**config.mk**
```make
export PLATFORM = sky130hd
export DESIGN_NAME = hmr_halt_mode_release_control
export DESIGN_NICKNAME = d
export VERILOG_FILES = /design/src/inc/hmr_pkg.sv /design/src/design/hmr_halt_mode_release_control.sv
export SDC_FILE = /design/constraint.sdc
export NUM_CORES = 1
export LEC_CHECK = 0
export BUFFER_PORTS_ARGS = -buffer_cell sky130_fd_sc_hd__buf_2
export CAP_MARGIN = 15
export CORE_MARGIN = 2
export CORE_UTILIZATION = 40
export CTS_CLUSTER_DIAMETER = 60
export DETAILED_ROUTE_END_ITERATION = 16
export GPL_ROUTABILITY_DRIVEN = 0
export GPL_TIMING_DRIVEN = 0
export PLACE_DENSITY = 0.64
export SYNTH_ARGS = -nofsm -noshare
export SYNTH_HDL_FRONTEND = slang
export SYNTH_SLANG_ARGS = --single-unit
```
**constraint.sdc**
```tcl
create_clock -name SYS_CLK_IN -period 6.28 [get_ports SYS_CLK_IN]
set_input_delay 0.628 -clock SYS_CLK_IN [delete_from_list [all_inputs] [get_ports SYS_CLK_IN]]
set_output_delay 0.628 -clock SYS_CLK_IN [all_outputs]
set_load 0.03 [all_outputs]
```
**src/inc/hmr_pkg.sv**
```systemverilog
package hmr_pkg;

	// ==========================================================
	// Register map
	localparam logic [7:0] HMR_ADDR_CTRL   = 8'h00;
	localparam logic [7:0] HMR_ADDR_RUNSEL = 8'h04;
	localparam logic [7:0] HMR_ADDR_STATUS = 8'h08;

	// ==========================================================
	// Field codes
	localparam logic [1:0] HMR_MODE_CPU  = 2'h0;
	localparam logic [1:0] HMR_MODE_STOP = 2'h1;
	localparam logic [1:0] HMR_MODE_OSC  = 2'h2;
	localparam logic [1:0] HMR_WU_8      = 2'h1;
	localparam logic [1:0] HMR_WU_14     = 2'h2;
	localparam logic [1:0] HMR_WU_16     = 2'h3;
	localparam logic [2:0] HMR_NMI_LEVEL = 3'h7;

	// ==========================================================
	// Widths, counts and reset values
	localparam int         HMR_NASYNC     = 15;
	localparam int         HMR_NPERIPH    = 5;
	localparam int         HMR_CNT_W      = 17;
	localparam int         HMR_ENTER_CYC  = 5;
	localparam logic [2:0] HMR_ENTER_LAST = 3'h4;
	localparam logic [16:0] HMR_WARM_8    = 17'h00100;
	localparam logic [16:0] HMR_CNT_ONE   = 17'h00001;
	localparam logic [4:0] HMR_RUNSEL_RST = 5'h00;

	// ==========================================================
	// Control register layout
	typedef struct packed {
		logic       stop_drive;
		logic       idle_drive_sel;
		logic       low_osc_enable;
		logic       high_osc_enable;
		logic       release_slow;
		logic [1:0] warmup_count_select;
		logic [1:0] halt_mode_select;
	} hmr_ctrl_t;

	localparam hmr_ctrl_t HMR_CTRL_RST = '{
		stop_drive:          1'b0,
		idle_drive_sel:      1'b0,
		low_osc_enable:      1'b1,
		high_osc_enable:     1'b1,
		release_slow:        1'b0,
		warmup_count_select: 2'h3,
		halt_mode_select:    2'h3
	};

	// Asynchronous wake pins: bit 0 nmi, 4:1 external, 5 key,
	// 10:6 alarm, 11 realtime clock, 14:12 level detect.
	typedef struct packed {
		logic [2:0] level_detect_irqs;
		logic       realtime_clock_irq;
		logic [4:0] alarm_irqs;
		logic       key_wake_irq;
		logic [3:0] external_pin_irqs;
		logic       nmi;
	} hmr_wake_t;

	typedef enum logic [2:0] {
		HMR_RUN,
		HMR_ENTER,
		HMR_HALT_CPU,
		HMR_HALT_OSC,
		HMR_HALT_STOP,
		HMR_WARMUP
	} hmr_state_t;

endpackage

```
**src/design/hmr_halt_mode_release_control.sv**
```systemverilog
// Operation
// - CPU-only halt stops the CPU; selected peripherals keep running.
// - Oscillator-only halt stops system clock; oscillator, RTC, melody run.
// - Full stop halts all circuits including the oscillator.
// - Wake requests sampled without system clock; exit is synchronous.
// - Wake at level not below mask leaves halt and services it.
// - Masked pin, key, alarm or RTC wake resumes after halt instruction.
// - Internal irqs end only CPU-only halt when enabled; alarm/RTC never stop.
// - Non-maskable requests carry level seven and always service.
// - Wakes from full stop complete warm-up before release.
// - Level-detect requests are treated as non-maskable here.
// - Reset ends any halt and restores the initial state.
// - No system clock after stop until warm-up count elapses.
// - Release clock select picks fast or slow restart clock after stop.
// - Warm-up select codes give 2^8, 2^14 or 2^16 cycles.
// - Idle buffers use both drive bits; stop uses stop-drive bit.
// - Drive bits map to buffer conditions A or B per mode.
// - Wake during halt instruction releases without clock-mode change.
// - Masked wakes keep the source request flag set after resuming.
// - Wake during entry is held pending and arbitrated later.
//
// The register addresses and the APB interface to the registers are this design's own decisions.
`timescale 1ns/10ps
module hmr_halt_mode_release_control
	import hmr_pkg::*;
#(
	parameter logic [16:0] WARM_14 = 17'h04000,
	parameter logic [16:0] WARM_16 = 17'h10000
) (
	input  wire logic                   SYS_CLK_IN,
	input  wire logic                   RST_IN,
	input  wire logic                   PSEL_IN,
	input  wire logic                   PENABLE_IN,
	input  wire logic                   PWRITE_IN,
	input  wire logic [7:0]             PADDR_IN,
	input  wire logic [31:0]            PWDATA_IN,
	output logic      [31:0]            PRDATA_OUT,
	output logic                        PREADY_OUT,
	output logic                        PSLVERR_OUT,
	input  wire logic                   HALT_REQ_IN,
	input  wire logic [2:0]             MASK_LEVEL_IN,
	input  wire logic [2:0]             WAKE_LEVEL_IN,
	input  wire hmr_wake_t              WAKE_PINS_IN,
	input  wire logic                   WATCHDOG_IRQ_IN,
	input  wire logic [3:0]             TIMER_IRQS_IN,
	input  wire logic [1:0]             SERIAL_RECEIVE_IRQS_IN,
	input  wire logic                   DISPLAY_IRQ_IN,
	output logic                        CPU_RUN_OUT,
	output logic                        SYS_CLK_EN_OUT,
	output logic                        HIGH_OSC_EN_OUT,
	output logic                        LOW_OSC_EN_OUT,
	output logic                        RTC_MLD_RUN_OUT,
	output logic [HMR_NPERIPH-1:0]      PERIPH_RUN_OUT,
	output logic                        SLOW_CLK_SEL_OUT,
	output logic                        PIN_HOLD_OUT,
	output logic                        BUF_COND_B_OUT,
	output logic                        SERVICE_IRQ_OUT,
	output logic                        RESUME_NEXT_OUT,
	output logic                        KEEP_FLAG_OUT,
	output logic                        HELD_WAKE_OUT
);

	// ==========================================================
	// Wake pin synchronisers
	hmr_wake_t               sync_a;
	hmr_wake_t               sync_b;
	hmr_wake_t               any_prev;

	always_ff @(posedge SYS_CLK_IN or posedge RST_IN) begin
		if (RST_IN) begin
			sync_a   <= '0;
			sync_b   <= '0;
			any_prev <= '0;
		end else begin
			sync_a   <= WAKE_PINS_IN;
			sync_b   <= sync_a;
			any_prev <= sync_b;
		end
	end

	// ==========================================================
	// Wake classification
	hmr_ctrl_t               ctrl;
	logic [HMR_NPERIPH-1:0]  run_sel;
	logic                    nmi_class;
	logic                    pin_wake;
	logic                    alarm_wake;
	logic                    int_wake;
	logic                    enabled;
	logic                    wake_rise;

	always_comb begin
		nmi_class  = sync_b.nmi | (|sync_b.level_detect_irqs);
		pin_wake   = (|sync_b.external_pin_irqs) | sync_b.key_wake_irq;
		alarm_wake = (|sync_b.alarm_irqs) | sync_b.realtime_clock_irq;
		int_wake   = WATCHDOG_IRQ_IN | (|TIMER_IRQS_IN) |
			(|SERIAL_RECEIVE_IRQS_IN) | DISPLAY_IRQ_IN;
		enabled    = (WAKE_LEVEL_IN >= MASK_LEVEL_IN) ||
			(HMR_NMI_LEVEL >= MASK_LEVEL_IN && nmi_class);
		wake_rise  = |(sync_b & ~any_prev);
	end

	// ==========================================================
	// Sequencer
	hmr_state_t              state;
	hmr_state_t              next_state;
	logic [2:0]              enter_cnt;
	logic [2:0]              next_enter_cnt;
	logic [HMR_CNT_W-1:0]    warm_cnt;
	logic [HMR_CNT_W-1:0]    next_warm_cnt;
	logic [1:0]              mode;
	logic [1:0]              next_mode;
	logic                    pend;
	logic                    next_pend;
	logic                    warm_service;
	logic                    next_warm_service;
	logic                    slow;
	logic                    next_slow;
	logic                    next_service;
	logic                    next_resume;
	logic                    next_keep;
	logic                    mode_wake;
	logic                    wake_serv;
	logic [HMR_CNT_W-1:0]    warm_load;

	always_comb begin
		case (ctrl.warmup_count_select)
			HMR_WU_14: warm_load = WARM_14;
			HMR_WU_16: warm_load = WARM_16;
			default:   warm_load = HMR_WARM_8;
		endcase
		case (state)
			HMR_HALT_CPU: mode_wake = nmi_class | pin_wake | alarm_wake |
				(int_wake & enabled);
			HMR_HALT_STOP: mode_wake = nmi_class | pin_wake;
			default: mode_wake = nmi_class | pin_wake |
				(alarm_wake & (mode != HMR_MODE_STOP));
		endcase
		wake_serv = nmi_class | enabled;
	end

	always_comb begin
		next_state        = state;
		next_enter_cnt    = enter_cnt;
		next_warm_cnt     = warm_cnt;
		next_mode         = mode;
		next_pend         = pend;
		next_warm_service = warm_service;
		next_slow         = slow;
		next_service      = 1'b0;
		next_resume       = 1'b0;
		next_keep         = 1'b0;
		case (state)
			HMR_RUN: begin
				if (HALT_REQ_IN) begin
					next_mode = ctrl.halt_mode_select;
					if (ctrl.halt_mode_select == HMR_MODE_CPU) begin
						next_state = HMR_HALT_CPU;
					end else if (ctrl.halt_mode_select == HMR_MODE_OSC ||
						ctrl.halt_mode_select == HMR_MODE_STOP) begin
						next_state     = HMR_ENTER;
						next_enter_cnt = '0;
					end
				end
			end
			HMR_ENTER: begin
				if (enter_cnt == '0 && wake_serv && mode_wake) begin
					next_state   = HMR_RUN;
					next_service = 1'b1;
				end else begin
					if (mode_wake) begin
						next_pend = 1'b1;
					end
					next_enter_cnt = enter_cnt + 3'h1;
					if (enter_cnt == HMR_ENTER_LAST) begin
						next_state = (mode == HMR_MODE_STOP) ?
							HMR_HALT_STOP : HMR_HALT_OSC;
					end
				end
			end
			HMR_HALT_CPU, HMR_HALT_OSC: begin
				if (mode_wake && (!pend || wake_rise)) begin
					next_state   = HMR_RUN;
					next_service = wake_serv;
					next_resume  = ~wake_serv;
					next_keep    = ~wake_serv;
					next_pend    = 1'b0;
				end
			end
			HMR_HALT_STOP: begin
				if (mode_wake && (!pend || wake_rise)) begin
					next_state        = HMR_WARMUP;
					next_warm_cnt     = warm_load;
					next_warm_service = wake_serv;
				end
			end
			HMR_WARMUP: begin
				next_warm_cnt = warm_cnt - HMR_CNT_ONE;
				if (warm_cnt <= HMR_CNT_ONE) begin
					next_state   = HMR_RUN;
					next_slow    = ctrl.release_slow;
					next_service = warm_service;
					next_resume  = ~warm_service;
					next_keep    = ~warm_service;
					next_pend    = 1'b0;
				end
			end
			default: next_state = HMR_RUN;
		endcase
	end

	always_ff @(posedge SYS_CLK_IN or posedge RST_IN) begin
		if (RST_IN) begin
			state           <= HMR_RUN;
			enter_cnt       <= '0;
			warm_cnt        <= '0;
			mode            <= HMR_MODE_CPU;
			pend            <= 1'b0;
			warm_service    <= 1'b0;
			slow            <= 1'b0;
			SERVICE_IRQ_OUT <= 1'b0;
			RESUME_NEXT_OUT <= 1'b0;
			KEEP_FLAG_OUT   <= 1'b0;
		end else begin
			state           <= next_state;
			enter_cnt       <= next_enter_cnt;
			warm_cnt        <= next_warm_cnt;
			mode            <= next_mode;
			pend            <= next_pend;
			warm_service    <= next_warm_service;
			slow            <= next_slow;
			SERVICE_IRQ_OUT <= next_service;
			RESUME_NEXT_OUT <= next_resume;
			KEEP_FLAG_OUT   <= next_keep;
		end
	end

	// ==========================================================
	// Clock, power and pin outputs
	logic                    next_cpu;
	logic                    next_sysclk;
	logic                    next_hosc;
	logic                    next_losc;
	logic                    next_rtc;
	logic [HMR_NPERIPH-1:0]  next_periph;
	logic                    next_hold;
	logic                    next_condb;

	always_comb begin
		next_cpu    = 1'b0;
		next_sysclk = 1'b1;
		next_hosc   = ctrl.high_osc_enable;
		next_losc   = ctrl.low_osc_enable;
		next_rtc    = 1'b1;
		next_periph = '1;
		next_hold   = 1'b1;
		next_condb  = 1'b0;
		case (next_state)
			HMR_RUN: begin
				next_cpu  = 1'b1;
				next_hold = 1'b0;
			end
			HMR_HALT_CPU: next_periph = run_sel;
			HMR_HALT_OSC: begin
				next_sysclk = 1'b0;
				next_periph = '0;
				next_condb  = ~(ctrl.idle_drive_sel &
					~ctrl.stop_drive);
			end
			HMR_HALT_STOP, HMR_WARMUP: begin
				next_sysclk = 1'b0;
				next_periph = '0;
				next_rtc    = 1'b0;
				next_hosc   = (next_state == HMR_WARMUP) &
					~ctrl.release_slow;
				next_losc   = (next_state == HMR_WARMUP) &
					ctrl.release_slow;
				next_condb  = ctrl.stop_drive;
			end
			default: next_periph = '1;
		endcase
	end

	always_ff @(posedge SYS_CLK_IN or posedge RST_IN) begin
		if (RST_IN) begin
			CPU_RUN_OUT      <= 1'b1;
			SYS_CLK_EN_OUT   <= 1'b1;
			HIGH_OSC_EN_OUT  <= 1'b1;
			LOW_OSC_EN_OUT   <= 1'b1;
			RTC_MLD_RUN_OUT  <= 1'b1;
			PERIPH_RUN_OUT   <= '1;
			SLOW_CLK_SEL_OUT <= 1'b0;
			PIN_HOLD_OUT     <= 1'b0;
			BUF_COND_B_OUT   <= 1'b0;
			HELD_WAKE_OUT    <= 1'b0;
		end else begin
			CPU_RUN_OUT      <= next_cpu;
			SYS_CLK_EN_OUT   <= next_sysclk;
			HIGH_OSC_EN_OUT  <= next_hosc;
			LOW_OSC_EN_OUT   <= next_losc;
			RTC_MLD_RUN_OUT  <= next_rtc;
			PERIPH_RUN_OUT   <= next_periph;
			SLOW_CLK_SEL_OUT <= next_slow;
			PIN_HOLD_OUT     <= next_hold;
			BUF_COND_B_OUT   <= next_condb;
			HELD_WAKE_OUT    <= next_pend;
		end
	end

	// ==========================================================
	// APB register slave
	hmr_ctrl_t               next_ctrl;
	logic [HMR_NPERIPH-1:0]  next_run_sel;
	logic [31:0]             next_prdata;
	logic                    next_pready;
	logic                    next_pslverr;
	logic                    setup;
	logic                    wr_go;
	logic                    mapped;

	always_comb begin
		setup        = PSEL_IN & ~PENABLE_IN;
		wr_go        = PSEL_IN & PENABLE_IN & PREADY_OUT & PWRITE_IN;
		mapped       = (PADDR_IN == HMR_ADDR_CTRL) ||
			(PADDR_IN == HMR_ADDR_RUNSEL) || (PADDR_IN == HMR_ADDR_STATUS);
		next_ctrl    = ctrl;
		next_run_sel = run_sel;
		next_prdata  = PRDATA_OUT;
		next_pready  = setup;
		next_pslverr = setup & ~mapped;
		if (wr_go && !PSLVERR_OUT) begin
			if (PADDR_IN == HMR_ADDR_CTRL) begin
				next_ctrl = PWDATA_IN[$bits(hmr_ctrl_t)-1:0];
			end else if (PADDR_IN == HMR_ADDR_RUNSEL) begin
				next_run_sel = PWDATA_IN[HMR_NPERIPH-1:0];
			end
		end
		if (setup) begin
			case (PADDR_IN)
				HMR_ADDR_CTRL:   next_prdata = {23'h0, ctrl};
				HMR_ADDR_RUNSEL: next_prdata = {27'h0, run_sel};
				HMR_ADDR_STATUS: next_prdata = {27'h0, slow, pend,
					state};
				default:         next_prdata = 32'h0;
			endcase
		end
	end

	always_ff @(posedge SYS_CLK_IN or posedge RST_IN) begin
		if (RST_IN) begin
			ctrl        <= HMR_CTRL_RST;
			run_sel     <= HMR_RUNSEL_RST;
			PRDATA_OUT  <= 32'h0;
			PREADY_OUT  <= 1'b0;
			PSLVERR_OUT <= 1'b0;
		end else begin
			ctrl        <= next_ctrl;
			run_sel     <= next_run_sel;
			PRDATA_OUT  <= next_prdata;
			PREADY_OUT  <= next_pready;
			PSLVERR_OUT <= next_pslverr;
		end
	end

endmodule

```
==> impl_metrics.py, run 1 <==
metrics = {
    "status": {
        "outcome": "finished, violations left",
        "violations": "design-rule violations",
    },
    "pwr": {
        "power_leakage_nw": 2.76,
        "vdd_ir_drop_max_v": 0.000141,
        "power.density_nw_per_um2": 256,
    },
    "job": {
        "maxCapViolCount": 0,
    },
    "cts": {
        "cts_max_level": 3,
        "cts_sinks": 112,
        "hold_buffers": 0,
        "clk_pin_slew_ns": 0.07,
        "cts_resized": 0,
        "cts_tree": "built",
        "post_cts_buffers": 0,
        "cts_buffer_depth": 2,
        "ctsRootBufferMaster": "clkbuf_16",
        "worst_skew_pair.late_latency_ns": 0.35,
        "cts_buffers": 9,
    },
    "layout": {
        "regArea_um2": 2820,
        "area_growth_syn_to_layout_pct": 20.5,
        "fill_cells": 1036,
        "multi_input_area_um2": 1700,
        "final_cell_mix": "96 x dfrtp_1, 80 x buf_2, 41 x nand2_1, 28 x o21ai_0",
        "final_nets": 610,
        "antennaDiodeCount": 0,
        "drive_above_1_share_pct": 34.2,
        "layout_commonest_cell": "dfrtp_1",
    },
    "global_routing": {
        "grt_pass1_wl_mm": 16.0,
        "gr-total-overflow": 0,
        "antenna_found_initial": 0,
        "grt_start_max_net_pins": 58,
        "grt_usage_pct": 15.6,
        "grt_pass1_vias": 3388,
    },
    "setup_path": {
        "crit_arrival_ns": 3.12,
        "required_ns": 6.57,
        "end_kind": "flop",
        "start_kind": "flop",
        "crit_type": "flop to flop",
        "cp_cell_sequence": "or4_4, or3_4, o41ai_4, o31ai_2, a211oi_4, inv_2, nor2_2, a21o_1",
        "crit_fanout": 6,
        "slowest_stage": "or4_4",
        "cp_slowest_stage_delay_ns": 0.57,
    },
    "die": {
        "rows": 39,
        "die_h_um": 113,
        "die-area_um2": 12800,
        "dieWidth_um": 113,
        "start_util_pct": 41.4,
        "io_pins": 126,
        "core_um2": 11500,
    },
    "logic_synthesis": {
        "yosysSeqAreaShare_pct": 59.2,
        "synth_ff_type": "dfrtp_1",
        "synth_area_um2": 4770,
        "yosysUniqueCellTypes": 62,
        "syn_area_per_cell_um2": 11.5,
        "synth_warnings": 0,
        "ys_async_sr_fraction_pct": 100,
        "synth_edf_count": 0,
        "ys_seq_elements": 112,
        "syn_inst": 415,
    },
    "timing": {
        "setup_viol": 0,
        "finalCritPeriodShare_pct": 45.0,
        "timing.setup.tns_ns": 0,
        "rsz0062_at_grt": "false",
        "drv_slew": 0,
        "tightest_slew_ns": 0.808,
        "hold_viol_final": 0,
        "max_slew_margin_pct": 46.2,
        "skew_ns": 0.00788,
        "fin_crit_ns": 2.83,
        "max_clock_freq_mhz": 354,
        "hold_ws_ns": 0.351,
    },
    "route": {
        "routed_wirelength_mm": 9.42,
        "wl_per_cell_um": 14.0,
        "drt_iter0_drc": 176,
        "drc_errors": 3,
        "first_pass_iters": 12,
        "antenna_left": 0,
        "via_count": 3350,
        "vias_per_cell": 4.96,
    },
    "placed_design": {
        "dpl.hpwl_mm": 6.96,
        "port-buffer-count": 78,
    },
    "hold_path": {
        "hold_class": "flop to flop",
    },
}
[metal layers]
layer  track usage, %  part of all wire, %  vias to the layer above
li1                 -                    -                     1613
met5                0                    0                        -
met2             25.3                   48                       85
met1             20.5                   45                     1648
met4             4.39                 0.56                        0
met3             4.61                  5.7                        4
[worst paths after layout]
kind,cells after the start,start,end,slack (ns)
setup / recovery,8,warm_cnt[2],PERIPH_RUN_OUT[0],3.45
hold / removal,0,sync_a[12],sync_b[12],0.35
setup reg to reg,8,warm_cnt[2],PERIPH_RUN_OUT[0],3.45
hold reg to reg,0,sync_a[12],sync_b[12],0.35
max in group asynchronous,3,RST_IN,PERIPH_RUN_OUT[3],5.14
min in group asynchronous,2,RST_IN,sync_a[10],0.38
[power by group]
part           internal [mW]  switching [mW]  total [mW]  leakage [nW]
combinational         0.0589          0.0865       0.145          1.25
clock                  0.282           0.275       0.557         0.146
sequential             0.750          0.0188       0.769          1.36
total                   1.09           0.380        1.47          2.76
[through the flow]
step	setup WS, ns	total power, mW	cells	utilization (%)	area (um2)
detailed placement	3.27	0.929	659	47.3	5450
CTS	3.45	1.49	675	49.9	5750
finish	3.45	1.47	675	49.9	5750
floorplan	2.72	0.882	437	-	4850
global placement	1.61	0.923	658	47.1	5420
global route	3.33	1.54	675	49.9	5750
[kinds of logic after synthesis]
| kind of cell | count (synthesis) | share of synthesized area, % |
|---|---|---|
| and+or+nand+nor | 140 | 15.1 |
| other | 1 | 0.0786 |
| adders and majority gates | 8 | 2.10 |
| xor gates and xnor gates | 5 | 0.918 |
| muxes | 18 | 4.25 |
| buffers and inverters | 59 | 7.03 |
| DFF | 112 | 59.2 |
| AOI/OAI and AO/OA | 72 | 11.4 |
[sequential cells by signal (all words and copies together) (netlist names), 2 cells and up]
| signal | cells |
|---|---|
| sync_a | 15 |
| sync_b | 15 |
| run_sel | 5 |
| state | 3 |
| PRDATA_OUT | 9 |
| mode | 2 |
| warm_cnt | 17 |
| PERIPH_RUN_OUT | 5 |
| ctrl | 9 |
| any_prev | 15 |
| enter_cnt | 3 |
[Yosys cell counts (4+ instances only)]
cell	number	area (um2)
o2111ai_1	4	35.0
inv_1	23	86.3
dfrtp_1	96	2400
nand2_1	41	154
a21o_1	5	37.5
o21ai_0	28	140
clkbuf_1	6	22.5
mux2_2	18	203
buf_4	24	180
nand3b_1	4	30.0
nor2_1	24	90.1
xnor2_1	5	43.8
nor4_1	10	62.6
nand2b_1	15	93.8
a21oi_1	5	25.0
a22oi_1	5	37.5
ha_1	8	100
dfstp_2	16	420
nor3_1	8	40.0
nand3_1	16	80.1
[layout make-up]
type	count	share of cell area, %
sequential	112	49.1
multi-input combinational	266	29.5
timing repair buffer	79	7.27
buffer	35	4.27
clock buffer	9	3.92
tap	143	3.11
inverter	24	1.61
clock inverter	7	1.24
[critical path, delay by kind of cell, from the launching register on]
family                 cells  cell delay (ns)
AO/OA/AOI/OAI              4             1.11
flip-flops                 1             0.44
buffers and inverters      1             0.08
AND/OR/NAND/NOR            3             1.14
Power figures use the tool's default switching activity.
==> run 2: changes to the inputs <==
- PLACE_DENSITY: 0.64 -> 0.67
- clock period: 6.28 -> 2.5 ns (I/O delays scaled with it)
==> impl_metrics.py, run 2 (synthesis results as in run 1) <==
metrics = {
    "setup_path": {
        "crit_buf_inv": 1,
        "slowest_stage": "or4_4",
        "rrSetupSlack_ns": -0.05,
        "reg2regPathDepth": 8,
        "crit_arrival_ns": 2.78,
        "cp_slowest_stage_delay_ns": 0.54,
        "required_ns": 2.73,
        "r2r-start": "warm_cnt[2]",
        "cp_cell_sequence": "or4_4, or3_4, o41ai_4, o31ai_4, a211oi_4, buf_4, o21a_1, a21oi_1",
        "cp_top_family": "compound AO/OA/AOI/OAI gates",
        "worstReg2RegEnd": "BUF_COND_B_OUT",
        "start_kind": "flop",
        "crit_type": "flop to flop",
        "crit_fanout": 3,
        "end_kind": "flop",
    },
    "layout": {
        "layout_commonest_cell": "dfrtp_1",
        "regMostFlops": "warm_cnt",
        "instances_no_fill": 704,
        "antennaDiodeCount": 0,
        "final_cell_area_um2": 6100,
        "multi_input_area_um2": 1800,
        "regArea_um2": 2820,
        "area_growth_syn_to_layout_pct": 27.8,
        "fill_cells": 1024,
        "drive_above_1_share_pct": 38.7,
        "final_util_pct": 52.9,
        "final_cell_mix": "96 x dfrtp_1, 78 x buf_2, 43 x buf_4, 41 x nand2_1, 26 x o21ai_0",
        "final_nets": 639,
        "largest_register_ff_count": 17,
    },
    "die": {
        "io_pins": 126,
        "core_um2": 11500,
        "start_util_pct": 41.4,
        "die-area_um2": 12800,
        "die_h_um": 113,
        "dieWidth_um": 113,
        "rows": 39,
    },
    "global_routing": {
        "antenna_found_initial": 0,
        "grt_start_max_net_pins": 41,
        "grt_usage_pct": 16.0,
        "grt-busiest-layer": "met2",
        "grt_pass1_vias": 3511,
        "use_met3_pct": 3.59,
        "gr-total-overflow": 0,
        "grt_use_met1_pct": 20.9,
        "met2_usage_pct": 26.9,
        "grt_pass1_wl_mm": 16.4,
    },
    "pwr": {
        "power_frac_comb_pct": 10.8,
        "clock_power_share_pct": 36.5,
        "vdd_ir_drop_max_v": 0.000330,
        "p_int_mw": 2.74,
        "power_leakage_nw": 2.92,
        "p_sw_share_pct": 25.2,
        "power.density_nw_per_um2": 602,
        "power_switching_mw": 0.924,
        "seqPwrFrac_pct": 52.7,
    },
    "timing": {
        "finalCritPeriodShare_pct": 102,
        "hold_viol_final": 0,
        "max_slew_margin_pct": 44.9,
        "fin_ws_ns": -0.0541,
        "hold_ws_ns": 0.0137,
        "max_clock_freq_mhz": 392,
        "skew_ns": 0.00427,
        "timing.setup.tns_ns": -0.152,
        "tightest_slew_ns": 0.825,
        "rsz0062_at_grt": "true",
        "fin_crit_ns": 2.55,
        "setup_viol": 6,
        "drv_slew": 0,
    },
    "route": {
        "via_count": 3413,
        "drc_errors": 5,
        "wl_per_cell_um": 13.9,
        "routed_wirelength_mm": 9.78,
        "vias_per_cell": 4.85,
        "first_pass_iters": 10,
        "drt_iter0_drc": 168,
        "antenna_left": 0,
    },
    "cts": {
        "cts_buffers": 9,
        "cts_sinks": 112,
        "cts_max_level": 3,
        "worst_skew_pair.late_latency_ns": 0.34,
        "clk_pin_slew_ns": 0.07,
        "cts_buffer_depth": 2,
        "ctsRootBufferMaster": "clkbuf_16",
        "cts_tree": "built",
    },
    "hold_path": {
        "hold_class": "input pin to flop",
        "holdPathStages": 1,
        "whs_endpoint": "sync_a[0]",
        "hold_path.startpoint": "WAKE_PINS_IN[0]",
    },
    "placed_design": {
        "placedCellCount": 660,
        "placed_area_um2": 5470,
        "dpl.hpwl_mm": 7.08,
        "port-buffer-count": 78,
    },
    "job": {
        "maxCapViolCount": 0,
    },
    "status": {
        "violations": "design-rule violations, negative setup slack",
        "outcome": "finished, violations left",
    },
}
==> run 2: cell types whose count changed in the layout (fill, tap and decap cells not counted), sizes merged <==
cell,before,now
buf,105,124
dlygate4sd3,0,9
inv,29,26
clkbuf,18,20
clkinv,2,3
clkinvlp,0,1
==> run 2: power by group through the flow <==
stage / logic [mW] / registers (mW) / clock network [mW]
after global routing: 0.438 / 1.94 / 1.46
after floorplan: 0.238 / 1.98 / 0
after CTS: 0.388 / 1.93 / 1.38
final: 0.395 / 1.93 / 1.34
after global placement: 0.355 / 1.96 / 0
after detailed placement: 0.371 / 1.97 / 0
==> run 2: final cells by class <==
| cell class | instances | area share, % |
|---|---|---|
| flip-flops and latches | 112 | 46.3 |
| multi-input cells | 266 | 29.5 |
| repair buffers | 108 | 10.9 |
| plain buffers | 35 | 4.19 |
| clock buffers | 10 | 3.76 |
| well taps | 143 | 2.94 |
| inverters | 24 | 1.58 |
| clock inverters | 6 | 0.842 |
==> run 2: what timing repair did <==
item	in CTS	in global routing
buffers inserted	12	7
resized for setup	12	15
setup endpoints to repair	15	17
hold buffers	5	4
endpoints found under the hold margin	5	4
pin swaps	7	7
==> run 2: how the worst max path moves through the flow <==
stage,cells after the start,start,slack [ns],endpoint
after floorplan,8,warm_cnt[2],0.01,PERIPH_RUN_OUT[0]
after global placement,8,warm_cnt[2],-0.25,PERIPH_RUN_OUT[3]
after detailed placement,8,warm_cnt[2],-0.29,PERIPH_RUN_OUT[1]
after CTS,8,warm_cnt[2],-0.03,BUF_COND_B_OUT
after global routing,8,warm_cnt[2],-0.15,PERIPH_RUN_OUT[2]
final,8,warm_cnt[2],-0.05,BUF_COND_B_OUT
==> run 2: layer usage <==
layer	up-vias	wire (um)
met4	0	82
met2	77	4940
met1	1654	4310
met3	6	455
met5	-	0
li1	1676	-
==> run 2: worst reg2reg max path, delay by kind of cell, from the launching register on <==
kind            cells  cell delay, ns
flops               1            0.38
buf+inv             1            0.18
simple gates        2            0.91
compound gates      5            0.98
==> run 2: stage by stage <==
stage          power [mW]  worst slack, ns
5_1_grt              3.85           -0.150
3_5_place_dp         2.34           -0.289
6_report             3.67          -0.0541
4_1_cts              3.70          -0.0270
3_3_place_gp         2.32           -0.249
2_1_floorplan        2.22           0.0146
==> run 3: changes to the inputs <==
- RECOVER_POWER: default -> 50
==> impl_metrics.py, run 3 (synthesis results as in run 1) <==
metrics = {
    "setup_path": {
        "start_kind": "flop",
        "crit_fanout": 3,
        "end_kind": "flop",
        "worstReg2RegEnd": "BUF_COND_B_OUT",
        "slowest_stage": "or4_4",
        "reg2regPathDepth": 8,
        "rrSetupSlack_ns": -0.06,
        "crit_type": "flop to flop",
        "cp_cell_sequence": "or4_4, or3_4, o41ai_4, o31ai_4, a211oi_4, buf_4, o21a_1, a21oi_1",
        "r2r-start": "warm_cnt[2]",
        "crit_arrival_ns": 2.79,
        "cp_top_family": "compound AO/OA/AOI/OAI gates",
        "crit_buf_inv": 1,
        "required_ns": 2.73,
        "cp_slowest_stage_delay_ns": 0.54,
    },
    "cts": {
        "cts_tree": "built",
        "ctsRootBufferMaster": "clkbuf_16",
        "clk_pin_slew_ns": 0.07,
        "cts_buffers": 9,
        "cts_buffer_depth": 2,
        "cts_max_level": 3,
        "worst_skew_pair.late_latency_ns": 0.34,
        "cts_sinks": 112,
    },
    "die": {
        "rows": 39,
        "die_h_um": 113,
        "io_pins": 126,
        "start_util_pct": 41.4,
        "die-area_um2": 12800,
        "core_um2": 11500,
        "dieWidth_um": 113,
    },
    "layout": {
        "instances_no_fill": 704,
        "largest_register_ff_count": 17,
        "area_growth_syn_to_layout_pct": 27.1,
        "regMostFlops": "warm_cnt",
        "final_cell_mix": "96 x dfrtp_1, 78 x buf_2, 43 x buf_4, 41 x nand2_1, 26 x o21ai_0",
        "regArea_um2": 2820,
        "drive_above_1_share_pct": 38.7,
        "final_nets": 639,
        "final_util_pct": 52.7,
        "multi_input_area_um2": 1800,
        "fill_cells": 1027,
        "layout_commonest_cell": "dfrtp_1",
        "antennaDiodeCount": 0,
    },
    "placed_design": {
        "port-buffer-count": 78,
        "dpl.hpwl_mm": 7.08,
        "placedCellCount": 660,
    },
    "timing": {
        "max_clock_freq_mhz": 391,
        "skew_ns": 0.00391,
        "rsz0062_at_grt": "true",
        "fin_crit_ns": 2.56,
        "drv_slew": 40,
        "hold_ws_ns": 0.0130,
        "tightest_slew_ns": 1.55,
        "setup_viol": 6,
        "max_slew_margin_pct": -4.21,
        "timing.setup.tns_ns": -0.173,
        "fin_ws_ns": -0.0586,
        "finalCritPeriodShare_pct": 102,
        "hold_viol_final": 0,
    },
    "hold_path": {
        "hold_class": "input pin to flop",
        "hold_path.startpoint": "WAKE_PINS_IN[0]",
        "holdPathStages": 1,
        "whs_endpoint": "sync_a[0]",
    },
    "global_routing": {
        "grt-busiest-layer": "met2",
        "use_met3_pct": 3.59,
        "antenna_found_initial": 0,
        "grt_usage_pct": 16.0,
        "grt_pass1_vias": 3511,
        "met2_usage_pct": 26.9,
        "grt_pass1_wl_mm": 16.4,
        "grt_use_met1_pct": 20.9,
        "grt_start_max_net_pins": 41,
        "gr-total-overflow": 0,
    },
    "route": {
        "via_count": 3410,
        "drc_errors": 5,
        "antenna_left": 0,
        "wl_per_cell_um": 13.9,
        "first_pass_iters": 10,
        "drt_iter0_drc": 210,
        "routed_wirelength_mm": 9.77,
        "vias_per_cell": 4.84,
    },
    "status": {
        "violations": "design-rule violations, max-capacitance violations, max-slew violations, negative setup slack",
        "outcome": "finished, violations left",
    },
    "pwr": {
        "power_leakage_nw": 2.91,
        "p_total_mw": 3.66,
        "power.density_nw_per_um2": 604,
        "vdd_ir_drop_max_v": 0.000330,
    },
    "job": {
        "maxCapViolCount": 1,
    },
}
run 3: worst max-delay path by stage:
stage	from	endpoint	slack, ns	cells past startpoint
finish	warm_cnt[2]	BUF_COND_B_OUT	-0.06	8
global route	warm_cnt[2]	PERIPH_RUN_OUT[2]	-0.15	8
CTS	warm_cnt[2]	BUF_COND_B_OUT	-0.03	8
detailed placement	warm_cnt[2]	PERIPH_RUN_OUT[1]	-0.29	8
global placement	warm_cnt[2]	PERIPH_RUN_OUT[3]	-0.25	8
floorplan	warm_cnt[2]	PERIPH_RUN_OUT[0]	0.01	8
run 3: cell type report:
class,instances,share of cell area (%)
clock inverter,6,0.846
multi-input combinational,266,29.7
timing repair buffer,108,10.4
tap,143,2.95
clock buffer,10,3.78
inverter,24,1.55
sequential,112,46.6
buffer,35,4.21
run 3: through the flow:
step,setup slack [ns],instance area (um2)
after floorplan,0.0146,4860
after global placement,-0.249,5430
after detailed placement,-0.289,5470
after CTS,-0.0270,5940
after global routing,-0.150,6060
final,-0.0586,6060
run 3: power breakdown:
part | internal [mW] | switching, mW
clock network | 0.693 | 0.649
registers | 1.88 | 0.0495
logic | 0.161 | 0.227
total | 2.74 | 0.925
run 3: worst register-to-register path: stages (launching register included):
cell and delay, ns:
dfrtp_1 0.38, or4_4 0.54, or3_4 0.37, o41ai_4 0.40
o31ai_4 0.16, a211oi_4 0.25, buf_4 0.18, o21a_1 0.12
a21oi_1 0.05
run 3: repair_timing:
action | 4_1_cts | 5_1_grt
pin swaps | 7 | 7
hold buffers | 5 | 4
endpoints found under the hold margin | 5 | 4
cloned | 0 | 0
buffers inserted | 12 | 7
gates resized for setup | 12 | 15
setup endpoints to repair | 15 | 17
run 3: per-layer routing:
| layer | vias to the layer above | part of all wire (%) | wire length (um) |
|---|---|---|---|
| met5 | - | 0 | 0 |
| met2 | 76 | 51 | 4970 |
| met4 | 0 | 0.84 | 82 |
| li1 | 1674 | - | - |
| met3 | 6 | 4.5 | 443 |
| met1 | 1654 | 44 | 4270 |
